`config.mk`:
```
export PLATFORM = sky130hd
export DESIGN_NAME = slcc_top
export DESIGN_NICKNAME = d
export VERILOG_FILES = /design/src/include/slcc_pkg.sv /design/src/include/slcc_fifo_if.sv /design/src/slcc_fifo.sv /design/src/slcc_cycle_timer.sv /design/src/slcc_top.sv
export SDC_FILE = /design/constraint.sdc
export NUM_CORES = 1
export LEC_CHECK = 0
export ABC_AREA = 1
export BUFFER_PORTS_ARGS = -buffer_cell sky130_fd_sc_hd__buf_2
export CAP_MARGIN = 20
export CORE_MARGIN = 3
export CORE_UTILIZATION = 55
export DETAILED_ROUTE_END_ITERATION = 8
export PLACE_DENSITY = 0.74
export SYNTH_ARGS = -nofsm -noshare
export SYNTH_HDL_FRONTEND = slang
export SYNTH_SLANG_ARGS = --single-unit
```
`constraint.sdc`:
```
create_clock -name clk_in -period 5.89 [get_ports clk_in]
set_clock_uncertainty 0.05 [all_clocks]
set_input_delay 0.589 -clock clk_in [delete_from_list [all_inputs] [get_ports clk_in]]
set_output_delay 0.589 -clock clk_in [all_outputs]
set_load 0.05 [all_outputs]
```
`src/include/slcc_pkg.sv`:
```
// Shared constants and types for the line B channel control block.
// Assumes a single 25 MHz clock and a byte-wide register port.
package slcc_pkg;

  // ==========================================================
  // Register map
  localparam logic [7:0] ADDR_LINK_CTRL_B  = 8'h07;
  localparam logic [7:0] ADDR_ERR_FLAGS_A  = 8'h08;
  localparam logic [7:0] ADDR_CYCLE_TIME_B = 8'h0F;
  localparam logic [7:0] LINK_CTRL_B_RST   = 8'h00;
  localparam logic [7:0] ERR_FLAGS_A_RST   = 8'h00;
  localparam logic [7:0] CYCLE_TIME_B_RST  = 8'h00;

  // ==========================================================
  // Field positions
  localparam int BIT_SEND      = 0;
  localparam int BIT_TIMER_ARM = 1;
  localparam int BIT_RX_CLR    = 2;
  localparam int BIT_TX_CLR    = 3;
  localparam int BIT_WAKE      = 4;
  localparam int BIT_EST       = 5;
  localparam int RATE_LO       = 6;
  localparam int RATE_HI       = 7;
  localparam int BIT_TX_FAIL_A = 7;

  // ==========================================================
  // Rates and states
  typedef enum logic [1:0] {
    RATE_FAIL  = 2'h0,
    RATE_4K8   = 2'h1,
    RATE_38K4  = 2'h2,
    RATE_230K4 = 2'h3
  } slcc_rate_t;

  typedef enum logic [1:0] {
    EST_IDLE  = 2'h0,
    EST_WAKE  = 2'h1,
    EST_PROBE = 2'h3,
    EST_WAIT  = 2'h2
  } slcc_est_t;

  typedef enum logic {
    TX_IDLE = 1'h0,
    TX_RUN  = 1'h1
  } slcc_tx_t;

  // ==========================================================
  // Timing, sizes
  localparam int CLK_PERIOD_NS  = 40;
  localparam int WAKE_TIME_NS   = 80000;
  localparam int WAKE_CYC       = (WAKE_TIME_NS + CLK_PERIOD_NS - 1) / CLK_PERIOD_NS;
  localparam int PROBE_WAIT_NS  = 400000;
  localparam int PROBE_WAIT_CYC = PROBE_WAIT_NS / CLK_PERIOD_NS;
  localparam int CYCLE_UNIT_NS  = 100000;
  localparam int CYCLE_UNIT_CYC = CYCLE_UNIT_NS / CLK_PERIOD_NS;
  localparam int DATA_W         = 8;
  localparam int FIFO_DEPTH     = 8;

endpackage

```
`src/include/slcc_fifo_if.sv`:
```
// Stream carrier between the control block and its transmit queue.
// Assumes both ends share clk_in.
`timescale 1ns/1ps
interface slcc_fifo_if #(parameter int W = 8);
  logic [W-1:0] wr_data;
  logic         wr_valid;
  logic         wr_ready;
  logic [W-1:0] rd_data;
  logic         rd_valid;
  logic         rd_ready;
  logic         clear;
  modport store (input wr_data, wr_valid, rd_ready, clear,
                 output wr_ready, rd_data, rd_valid);
  modport user  (output wr_data, wr_valid, rd_ready, clear,
                 input wr_ready, rd_data, rd_valid);
endinterface

```
`src/slcc_fifo.sv`:
```
// Transmit queue: synchronous FIFO with valid/ready on both sides.
// Assumes a synchronous active-low reset; clear empties it in one cycle.
`timescale 1ns/1ps
module slcc_fifo #(
  parameter int WIDTH = 8,
  parameter int DEPTH = 8
) (
  input  wire logic clk_in,
  input  wire logic rst_n_in,
  slcc_fifo_if.store q
);
  localparam int PW = $clog2(DEPTH);

  logic [WIDTH-1:0] mem [DEPTH];
  logic [PW-1:0]    wr_ptr;
  logic [PW-1:0]    rd_ptr;
  logic [PW:0]      count;
  logic             push;
  logic             pop;

  assign q.wr_ready = (count != (PW+1)'(DEPTH));
  assign q.rd_valid = (count != '0);
  assign q.rd_data  = mem[rd_ptr];
  assign push       = q.wr_valid && q.wr_ready && !q.clear;
  assign pop        = q.rd_valid && q.rd_ready && !q.clear;

  always_ff @(posedge clk_in)
  begin
    if (push)
    begin
      mem[wr_ptr] <= q.wr_data;
    end
  end

  always_ff @(posedge clk_in)
  begin
    if (!rst_n_in || q.clear)
    begin
      wr_ptr <= '0;
      rd_ptr <= '0;
      count  <= '0;
    end
    else
    begin
      if (push)
      begin
        wr_ptr <= (wr_ptr == PW'(DEPTH - 1)) ? '0 : wr_ptr + 1'b1;
      end
      if (pop)
      begin
        rd_ptr <= (rd_ptr == PW'(DEPTH - 1)) ? '0 : rd_ptr + 1'b1;
      end
      if (push && !pop)
      begin
        count <= count + 1'b1;
      end
      else if (pop && !push)
      begin
        count <= count - 1'b1;
      end
    end
  end
endmodule

```
`src/slcc_cycle_timer.sv`:
```
// Autonomous cycle timer: armed, then started by an event, ticks each period.
// Assumes period_in is stable while running; a zero period never ticks.
`timescale 1ns/1ps
module slcc_cycle_timer #(
  parameter int CNT_W = 20
) (
  input  wire logic             clk_in,
  input  wire logic             rst_n_in,
  input  wire logic             arm_in,
  input  wire logic             start_in,
  input  wire logic [CNT_W-1:0] period_in,
  output logic                  running_out,
  output logic                  tick_out
);
  logic [CNT_W-1:0] cnt;

  assign tick_out = running_out && (cnt == '0) && (period_in != '0);

  always_ff @(posedge clk_in)
  begin
    if (!rst_n_in || !arm_in)
    begin
      // Disarm stops at once, mid-cycle included
      running_out <= 1'b0;
      cnt         <= '0;
    end
    else if (start_in && !running_out)
    begin
      running_out <= 1'b1;
      cnt         <= period_in - 1'b1;
    end
    else if (tick_out)
    begin
      cnt <= period_in - 1'b1;
    end
    else if (running_out && cnt != '0)
    begin
      cnt <= cnt - 1'b1;
    end
  end
endmodule

```
`src/slcc_top.sv`:
```
// Line B link control register, establish sequencer, wake pulse, send path,
// cycle timer and the channel A clear-on-read error flags.
// Assumes a decoded byte register port and a line-side serializer/probe unit.
`timescale 1ns/1ps

// Contract
// - Rate field: 00 fail, 01 4.8k, 10 38.4k, 11 230.4k.
// - Successful establish sequence stores the detected rate in the field.
// - Writing establish bit starts sequence; success raises irq, clears bit. The code starts it only while framer_enable_b_in is high.
// - Current limit boosted during sequencer wake pulse; setting bits untouched.
// - Success makes remote cycle time readable.
// - Failure raises irq, clears establish bit, rate field becomes 00.
// - Wake bit gives one wake request, then transceiver receives.
// - Wake bit self-clears when the wake request finishes.
// - Transmit queue clear bit empties the transmit queue.
// - Receive queue clear bit empties the receive queue.
// - Arming the cycle timer does not start it.
// - Armed timer starts on send bit or trigger command.
// - Disarming stops the timer immediately, even mid-cycle.
// - Send bit switches transceiver to transmit and sends the queue.
// - Message done and queue empty returns transceiver to receive.
// - Send bit clears itself once the send is accepted.
// - Error flags A read-only, reset to zero, cleared on read.
// - Bit 7 of error flags A marks a failed channel A transmission.
module slcc_top #(
  parameter int DATA_W         = slcc_pkg::DATA_W,
  parameter int FIFO_DEPTH     = slcc_pkg::FIFO_DEPTH,
  parameter int PROBE_WAIT_CYC = slcc_pkg::PROBE_WAIT_CYC
) (
  input  wire logic              clk_in,
  input  wire logic              rst_n_in,
  input  wire logic [7:0]        reg_addr_in,
  input  wire logic              reg_wr_in,
  input  wire logic              reg_rd_in,
  input  wire logic [7:0]        reg_wdata_in,
  output logic      [7:0]        reg_rdata_out,
  input  wire logic              framer_enable_b_in,
  input  wire logic              trigger_cmd_b_in,
  input  wire logic [7:0]        err_events_a_in,
  input  wire logic [DATA_W-1:0] tx_data_in,
  input  wire logic              tx_valid_in,
  output logic                   tx_ready_out,
  output logic      [DATA_W-1:0] line_b_data_out,
  output logic                   line_b_valid_out,
  input  wire logic              line_b_ready_in,
  output logic                   line_b_tx_mode_out,
  output logic                   line_b_wake_out,
  output logic                   line_b_boost_out,
  output logic                   line_b_probe_out,
  output logic      [1:0]        line_b_probe_rate_out,
  input  wire logic              line_b_reply_ok_in,
  input  wire logic [7:0]        line_b_reply_cycle_in,
  output logic                   rx_fifo_clear_b_out,
  output logic                   wake_done_irq_out
);
  localparam int CNT_W   = 24;
  localparam int TMR_W   = 20;
  localparam int WAKE_LAST  = slcc_pkg::WAKE_CYC - 1;
  localparam int PROBE_LAST = PROBE_WAIT_CYC - 1;

  // ==========================================================
  // Registers and state
  logic [7:0]         link_control_b;
  logic [7:0]         error_flags_a;
  logic [7:0]         cycle_time_b;
  slcc_pkg::slcc_est_t est_state;
  slcc_pkg::slcc_tx_t  tx_state;
  slcc_pkg::slcc_rate_t try_rate;
  logic [CNT_W-1:0]   wake_cnt;
  logic [CNT_W-1:0]   probe_cnt;
  logic               wake_active;
  logic               manual_busy;

  logic ctrl_wr;
  logic err_rd;
  logic wake_end;
  logic manual_start;
  logic manual_done;
  logic est_start;
  logic est_success;
  logic est_fail;
  logic send_accept;
  logic timer_start;
  logic timer_running;
  logic timer_tick;
  logic [TMR_W-1:0] timer_period;

  slcc_fifo_if #(.W(DATA_W)) txq ();

  assign ctrl_wr = reg_wr_in && (reg_addr_in == slcc_pkg::ADDR_LINK_CTRL_B);
  assign err_rd  = reg_rd_in && (reg_addr_in == slcc_pkg::ADDR_ERR_FLAGS_A);

  // ==========================================================
  // Transmit queue
  assign txq.wr_data      = tx_data_in;
  assign txq.wr_valid     = tx_valid_in;
  assign tx_ready_out     = txq.wr_ready;
  assign txq.rd_ready     = (tx_state == slcc_pkg::TX_RUN) && line_b_ready_in;
  assign line_b_data_out  = txq.rd_data;
  assign line_b_valid_out = (tx_state == slcc_pkg::TX_RUN) && txq.rd_valid;
  assign txq.clear        = link_control_b[slcc_pkg::BIT_TX_CLR];
  assign rx_fifo_clear_b_out = link_control_b[slcc_pkg::BIT_RX_CLR];

  slcc_fifo #(
    .WIDTH (DATA_W),
    .DEPTH (FIFO_DEPTH)
  ) u_txq (
    .clk_in   (clk_in),
    .rst_n_in (rst_n_in),
    .q        (txq)
  );

  // ==========================================================
  // Wake pulse, shared by manual and sequencer use
  assign wake_end = wake_active && (wake_cnt == CNT_W'(WAKE_LAST));
  assign manual_start = link_control_b[slcc_pkg::BIT_WAKE] && !manual_busy && !wake_active
                        && (est_state == slcc_pkg::EST_IDLE) && (tx_state == slcc_pkg::TX_IDLE);
  assign manual_done  = manual_busy && wake_end;
  assign est_start = link_control_b[slcc_pkg::BIT_EST] && framer_enable_b_in && !wake_active
                     && !manual_busy && (est_state == slcc_pkg::EST_IDLE)
                     && (tx_state == slcc_pkg::TX_IDLE);

  always_ff @(posedge clk_in)
  begin
    if (!rst_n_in)
    begin
      wake_active <= 1'b0;
      wake_cnt    <= '0;
    end
    else if (manual_start || est_start)
    begin
      wake_active <= 1'b1;
      wake_cnt    <= '0;
    end
    else if (wake_active)
    begin
      wake_active <= !wake_end;
      wake_cnt    <= wake_cnt + 1'b1;
    end
  end

  always_ff @(posedge clk_in)
  begin
    if (!rst_n_in)
    begin
      manual_busy <= 1'b0;
    end
    else if (manual_start)
    begin
      manual_busy <= 1'b1;
    end
    else if (manual_done)
    begin
      manual_busy <= 1'b0;
    end
  end

  assign line_b_wake_out  = wake_active;
  // boost only while sequencer wakes the line
  assign line_b_boost_out = wake_active && (est_state == slcc_pkg::EST_WAKE);

  // ==========================================================
  // Establish sequencer: wake, then probe fastest rate downward
  assign est_success = (est_state == slcc_pkg::EST_WAIT) && line_b_reply_ok_in;
  assign est_fail    = (est_state == slcc_pkg::EST_WAIT) && !line_b_reply_ok_in
                       && (probe_cnt == CNT_W'(PROBE_LAST))
                       && (try_rate == slcc_pkg::RATE_4K8);

  always_ff @(posedge clk_in)
  begin
    if (!rst_n_in)
    begin
      est_state <= slcc_pkg::EST_IDLE;
      try_rate  <= slcc_pkg::RATE_230K4;
      probe_cnt <= '0;
    end
    else
    begin
      case (est_state)
        slcc_pkg::EST_IDLE:
        begin
          if (est_start)
          begin
            est_state <= slcc_pkg::EST_WAKE;
          end
        end
        slcc_pkg::EST_WAKE:
        begin
          if (wake_end)
          begin
            est_state <= slcc_pkg::EST_PROBE;
            try_rate  <= slcc_pkg::RATE_230K4;
          end
        end
        slcc_pkg::EST_PROBE:
        begin
          est_state <= slcc_pkg::EST_WAIT;
          probe_cnt <= '0;
        end
        default:
        begin
          if (est_success || est_fail)
          begin
            est_state <= slcc_pkg::EST_IDLE;
          end
          else if (probe_cnt == CNT_W'(PROBE_LAST))
          begin
            try_rate  <= slcc_pkg::slcc_rate_t'(try_rate - 2'h1);
            est_state <= slcc_pkg::EST_PROBE;
          end
          else
          begin
            probe_cnt <= probe_cnt + 1'b1;
          end
        end
      endcase
    end
  end

  always_ff @(posedge clk_in)
  begin
    if (!rst_n_in)
    begin
      line_b_probe_out      <= 1'b0;
      line_b_probe_rate_out <= slcc_pkg::RATE_FAIL;
      wake_done_irq_out     <= 1'b0;
    end
    else
    begin
      line_b_probe_out      <= (est_state == slcc_pkg::EST_PROBE);
      line_b_probe_rate_out <= try_rate;
      wake_done_irq_out     <= est_success || est_fail;
    end
  end

  // remote cycle time captured on success
  always_ff @(posedge clk_in)
  begin
    if (!rst_n_in)
    begin
      cycle_time_b <= slcc_pkg::CYCLE_TIME_B_RST;
    end
    else if (est_success)
    begin
      cycle_time_b <= line_b_reply_cycle_in;
    end
  end

  // ==========================================================
  // Send path
  assign send_accept = link_control_b[slcc_pkg::BIT_SEND] && (tx_state == slcc_pkg::TX_IDLE)
                       && !wake_active && (est_state == slcc_pkg::EST_IDLE);

  always_ff @(posedge clk_in)
  begin
    if (!rst_n_in)
    begin
      tx_state <= slcc_pkg::TX_IDLE;
    end
    else
    begin
      case (tx_state)
        slcc_pkg::TX_IDLE:
        begin
          // send or timer tick opens transmit
          if (send_accept || (timer_tick && !wake_active && est_state == slcc_pkg::EST_IDLE))
          begin
            tx_state <= slcc_pkg::TX_RUN;
          end
        end
        default:
        begin
          if (!txq.rd_valid)
          begin
            tx_state <= slcc_pkg::TX_IDLE;
          end
        end
      endcase
    end
  end

  assign line_b_tx_mode_out = (tx_state == slcc_pkg::TX_RUN);

  // ==========================================================
  // Cycle timer
  // start on send or trigger command
  assign timer_start  = send_accept || trigger_cmd_b_in;
  assign timer_period = TMR_W'(cycle_time_b) * TMR_W'(slcc_pkg::CYCLE_UNIT_CYC);

  slcc_cycle_timer #(
    .CNT_W (TMR_W)
  ) u_timer (
    .clk_in      (clk_in),
    .rst_n_in    (rst_n_in),
    .arm_in      (link_control_b[slcc_pkg::BIT_TIMER_ARM]),
    .start_in    (timer_start),
    .period_in   (timer_period),
    .running_out (timer_running),
    .tick_out    (timer_tick)
  );

  // ==========================================================
  // Link control register; software set wins over hardware clear
  always_ff @(posedge clk_in)
  begin
    if (!rst_n_in)
    begin
      link_control_b <= slcc_pkg::LINK_CTRL_B_RST;
    end
    else if (ctrl_wr)
    begin
      link_control_b <= reg_wdata_in;
    end
    else
    begin
      if (send_accept)
      begin
        link_control_b[slcc_pkg::BIT_SEND] <= 1'b0;
      end
      if (manual_done)
      begin
        link_control_b[slcc_pkg::BIT_WAKE] <= 1'b0;
      end
      // Queue flushes last exactly one cycle
      link_control_b[slcc_pkg::BIT_TX_CLR] <= 1'b0;
      link_control_b[slcc_pkg::BIT_RX_CLR] <= 1'b0;
      if (est_success)
      begin
        link_control_b[slcc_pkg::RATE_HI:slcc_pkg::RATE_LO] <= try_rate;
        link_control_b[slcc_pkg::BIT_EST] <= 1'b0;
      end
      if (est_fail)
      begin
        link_control_b[slcc_pkg::RATE_HI:slcc_pkg::RATE_LO] <= slcc_pkg::RATE_FAIL;
        link_control_b[slcc_pkg::BIT_EST] <= 1'b0;
      end
    end
  end

  // ==========================================================
  // Error flags A: read clears, a same-cycle event survives
  // clear on read, set wins
  // transmit failure lands in bit 7
  always_ff @(posedge clk_in)
  begin
    if (!rst_n_in)
    begin
      error_flags_a <= slcc_pkg::ERR_FLAGS_A_RST;
    end
    else
    begin
      error_flags_a <= (err_rd ? 8'h00 : error_flags_a) | err_events_a_in;
    end
  end

  // ==========================================================
  // Read data, registered; unmapped reads return zero
  always_ff @(posedge clk_in)
  begin
    if (!rst_n_in)
    begin
      reg_rdata_out <= 8'h00;
    end
    else if (reg_rd_in)
    begin
      if (reg_addr_in == slcc_pkg::ADDR_LINK_CTRL_B)
      begin
        reg_rdata_out <= link_control_b;
      end
      else if (reg_addr_in == slcc_pkg::ADDR_ERR_FLAGS_A)
      begin
        reg_rdata_out <= error_flags_a;
      end
      else if (reg_addr_in == slcc_pkg::ADDR_CYCLE_TIME_B)
      begin
        reg_rdata_out <= cycle_time_b;
      end
      else
      begin
        reg_rdata_out <= 8'h00;
      end
    end
  end
endmodule

```
==> qor.csv <==
metric,value,unit
finalMaxSlewViolations,0,
max_slew.worst_pin.slew,0.875,ns
gr-total-overflow,0,
synth_edf_count,64,
ant_nets,0,
p_comb_share,31.6,%
drive_gt1_share,9.75,%
ys_seq_elements,189,
antenna_found_initial,0,
timing_hold_violations_final,0,
crit_path_end_kind,register,
outcome,finished clean,
fin_crit_sh,82.7,%
diodes,0,
hp-class,in2reg,
critPathLaunchType,register,
rows,49,
max-vdd-ir-drop,239,uV
setup_tns,0,ns
fmaxAchievable,205,MHz
cts-root-buf,clkbuf_16,
initial_core_util,56.8,%
cts_made_buffers,17,
die_w,143,um
p_sw_share,37.4,%
synth_ff_type,dfxtp_1,
cellLeakagePower,4.98,nW
fp.dieArea,0.0205,mm^2
net-switching-power,1.46,mW
cts_sinks,189,
path_class,reg2reg,
cp.arrival,5.17,ns
rsz0062_at_grt,false,
wl,24.1,mm
gp_congestion,0.935,
internal_power,2.44,mW
yosys_warnings,0,
synth.distinct_cells,48,
grt_pass1_vias,7903,
cp_max_fo,20,
nets,1522,
powerDensity,337,mW/mm^2
post_cts_resize_count,0,
fillers,1642,
whs,0.313,ns
drv_cap,0,
io_buffers,74,
dp_cells,1613,
synthesis.area,0.0104,mm^2
relSlewSlack,41.6,%
clk_path_buf_depth,2,
async_flop_share,0,%
seqPwrFrac,37.4,%
dieHeight,143,um
num_vias,8928,
finalCriticalPeriod,4.87,ns
grt_start_max_net_pins,43,
cp.required,6.19,ns
htree_levels,4,
grt_usage,23.4,%
syn_nets,1455,
cts_tree,done,
dp_hpwl,17.7,mm
grt_first_pass_wirelength,38.8,mm
via_per_inst,5.43,
area_delta_synth_final,11.5,%
setup_violations,0,
wire_per_inst,14.6,um
io_pins,75,
clock_latency,0.45,ns
drc,0,
core,0.0183,mm^2
first_iter_violations,714,
clk_pin_slew,0.08,ns
netlist_instances,1336,
seq_area_frac_synth,42.6,%
avgSynthCellArea,7.76,um^2
clkPwrFrac,31.0,%
cts_setup_buffers,0,
hold_buffers,0,
stdcell_count,1645,
firstDrtPassIters,6,
-- area by class of cell --
class,instances,area [um^2],area share [%]
clock buffer,18,450,3.89
clock inverter,14,191,1.66
inverter,166,626,5.41
multi-input combinational,951,5190,44.9
sequential,189,4420,38.3
tap,229,287,2.48
timing repair buffer,78,400,3.46
-- flip-flops by register name (all words and copies together), names as in the netlist, named ones only --
signal,cells
wake_done_irq_out,1
error_flags_a,8
try_rate,2
u_txq.count,4
u_txq.mem,64
u_txq.rd_ptr,3
line_b_tx_mode_out,1
manual_busy,1
u_txq.wr_ptr,3
line_b_wake_out,1
line_b_probe_out,1
u_timer.cnt,20
u_timer.running_out,1
reg_rdata_out,8
cycle_time_b,8
est_state,2
line_b_probe_rate_out,2
probe_cnt,24
wake_cnt,24
link_control_b,8
-- per-layer routing --
| metal | vias up | wire [um] | global-route usage, % |
|---|---|---|---|
| li1 | 4569 | - | - |
| met1 | 4076 | 11400 | 33.9 |
| met2 | 263 | 11000 | 36.8 |
| met3 | 20 | 1370 | 4.13 |
| met4 | 0 | 269 | 5.90 |
| met5 | - | 0 | 0 |
-- cells in the mapped netlist, drive strengths merged, types with 3 or more instances --
cell type | n | share of area [%]
nor3 | 27 | 1.3
fa | 13 | 2.5
nand3 | 60 | 3.1
o22ai | 8 | 0.48
o21a | 4 | 0.29
a211oi | 4 | 0.29
a21oi | 98 | 4.8
a221oi | 5 | 0.42
ha | 57 | 6.9
xor2 | 23 | 1.9
clkinv | 5 | 0.21
inv | 161 | 5.8
o21ai | 88 | 4.2
edfxtp | 64 | 19
buf | 7 | 0.48
nor2 | 207 | 7.6
o211ai | 9 | 0.65
nand2 | 264 | 9.8
dfxtp | 125 | 24
nand4 | 24 | 1.5
o21bai | 3 | 0.22
or2 | 6 | 0.36
o31ai | 5 | 0.36
clkbuf | 23 | 0.83
xnor2 | 10 | 0.84
nand3b | 4 | 0.29
a31oi | 11 | 0.66
a21boi | 3 | 0.22
nor4 | 10 | 0.60
-- path summary, 6_finish.rpt --
path / from / depth (start not counted) / to / slack, ns
max: cycle_time_b[2]$_SDFFE_PN0P_ / 24 / u_timer.cnt[0]$_SDFFE_PP0P_ / 1.02
min: reg_wdata_in[2] / 3 / link_control_b[2]$_SDFF_PN0_ / 0.31
max reg2reg: cycle_time_b[2]$_SDFFE_PN0P_ / 24 / u_timer.cnt[0]$_SDFFE_PP0P_ / 1.02
min reg2reg: reg_rdata_out[5]$_SDFFE_PN0P_ / 2 / reg_rdata_out[5]$_SDFFE_PN0P_ / 0.41
-- kinds of logic (layout without fill, tap and decap cells) --
group / Yosys count / after routing / synth area share (%)
AO/OA/AOI/OAI: 244 / 244 / 13.2
XOR/XNOR: 33 / 33 / 2.79
adder cells (fa/ha/maj): 70 / 70 / 9.38
buffers and inverters: 196 / 276 / 7.35
flip-flops: 189 / 189 / 42.6
AND/OR/NAND/NOR: 604 / 604 / 24.6
-- through the flow --
step                util (%)  power (mW)  setup WS [ns]  area [um^2]
floorplan                  -        2.41           1.47        10400
global placement        59.8        2.68           1.20        10900
detailed placement      59.8        2.70           1.02        10900
CTS                     63.3        3.91           1.01        11600
global route            63.3        4.14          0.559        11600
finish                  63.3        3.90           1.02        11600
-- power by group through the flow --
stage	Clock [mW]	Sequential (mW)	Combinational (mW)
5_1_grt	1.27	1.46	1.40
2_1_floorplan	0	1.48	0.931
3_3_place_gp	0	1.48	1.20
6_report	1.21	1.46	1.23
3_5_place_dp	0	1.49	1.22
4_1_cts	1.22	1.46	1.23
-- critical path: stages (launching register included) --
cell      delay [ns]
dfxtp_1         0.53
inv_1           0.13
ha_1            0.32
ha_1            0.28
inv_1           0.05
fa_1            0.50
inv_1           0.05
fa_1            0.56
inv_1           0.07
fa_1            0.52
inv_1           0.06
nor2_1          0.09
nand3b_1        0.11
nor2_1          0.13
nand2_2         0.08
nor2_2          0.11
nand3_2         0.10
nor2_2          0.13
nand4_2         0.11
nand2_4         0.16
nand2_2         0.27
clkinv_2        0.17
o21ai_0         0.10
nand2_1         0.06
inv_1           0.04
-- cell usage in the layout, fill, tap and decap left out, types with 4 or more instances in the layout --
cell type,Yosys,routed
clkinv_8,0,4
ha_1,57,57
edfxtp_1,64,64
o21ai_0,88,88
fa_1,13,13
a221oi_1,5,5
xor2_1,23,23
o22ai_1,8,8
nor3_1,27,27
buf_2,4,74
nand4_1,23,23
nand3_1,58,58
o21a_1,4,4
a211oi_1,4,4
or2_2,5,5
inv_1,160,160
nor2_2,4,4
inv_8,0,4
o31ai_1,5,5
o211ai_1,9,9
a31oi_1,11,11
xnor2_1,10,10
nor4_1,10,10
inv_12,0,4
dfxtp_1,125,125
clkbuf_16,0,18
a21oi_1,95,95
nor2_1,203,203
nand2_1,256,256
nand2_2,7,7
buf_4,1,4
nand3b_1,4,4
No activity file was read; power rests on OpenSTA's default activity.
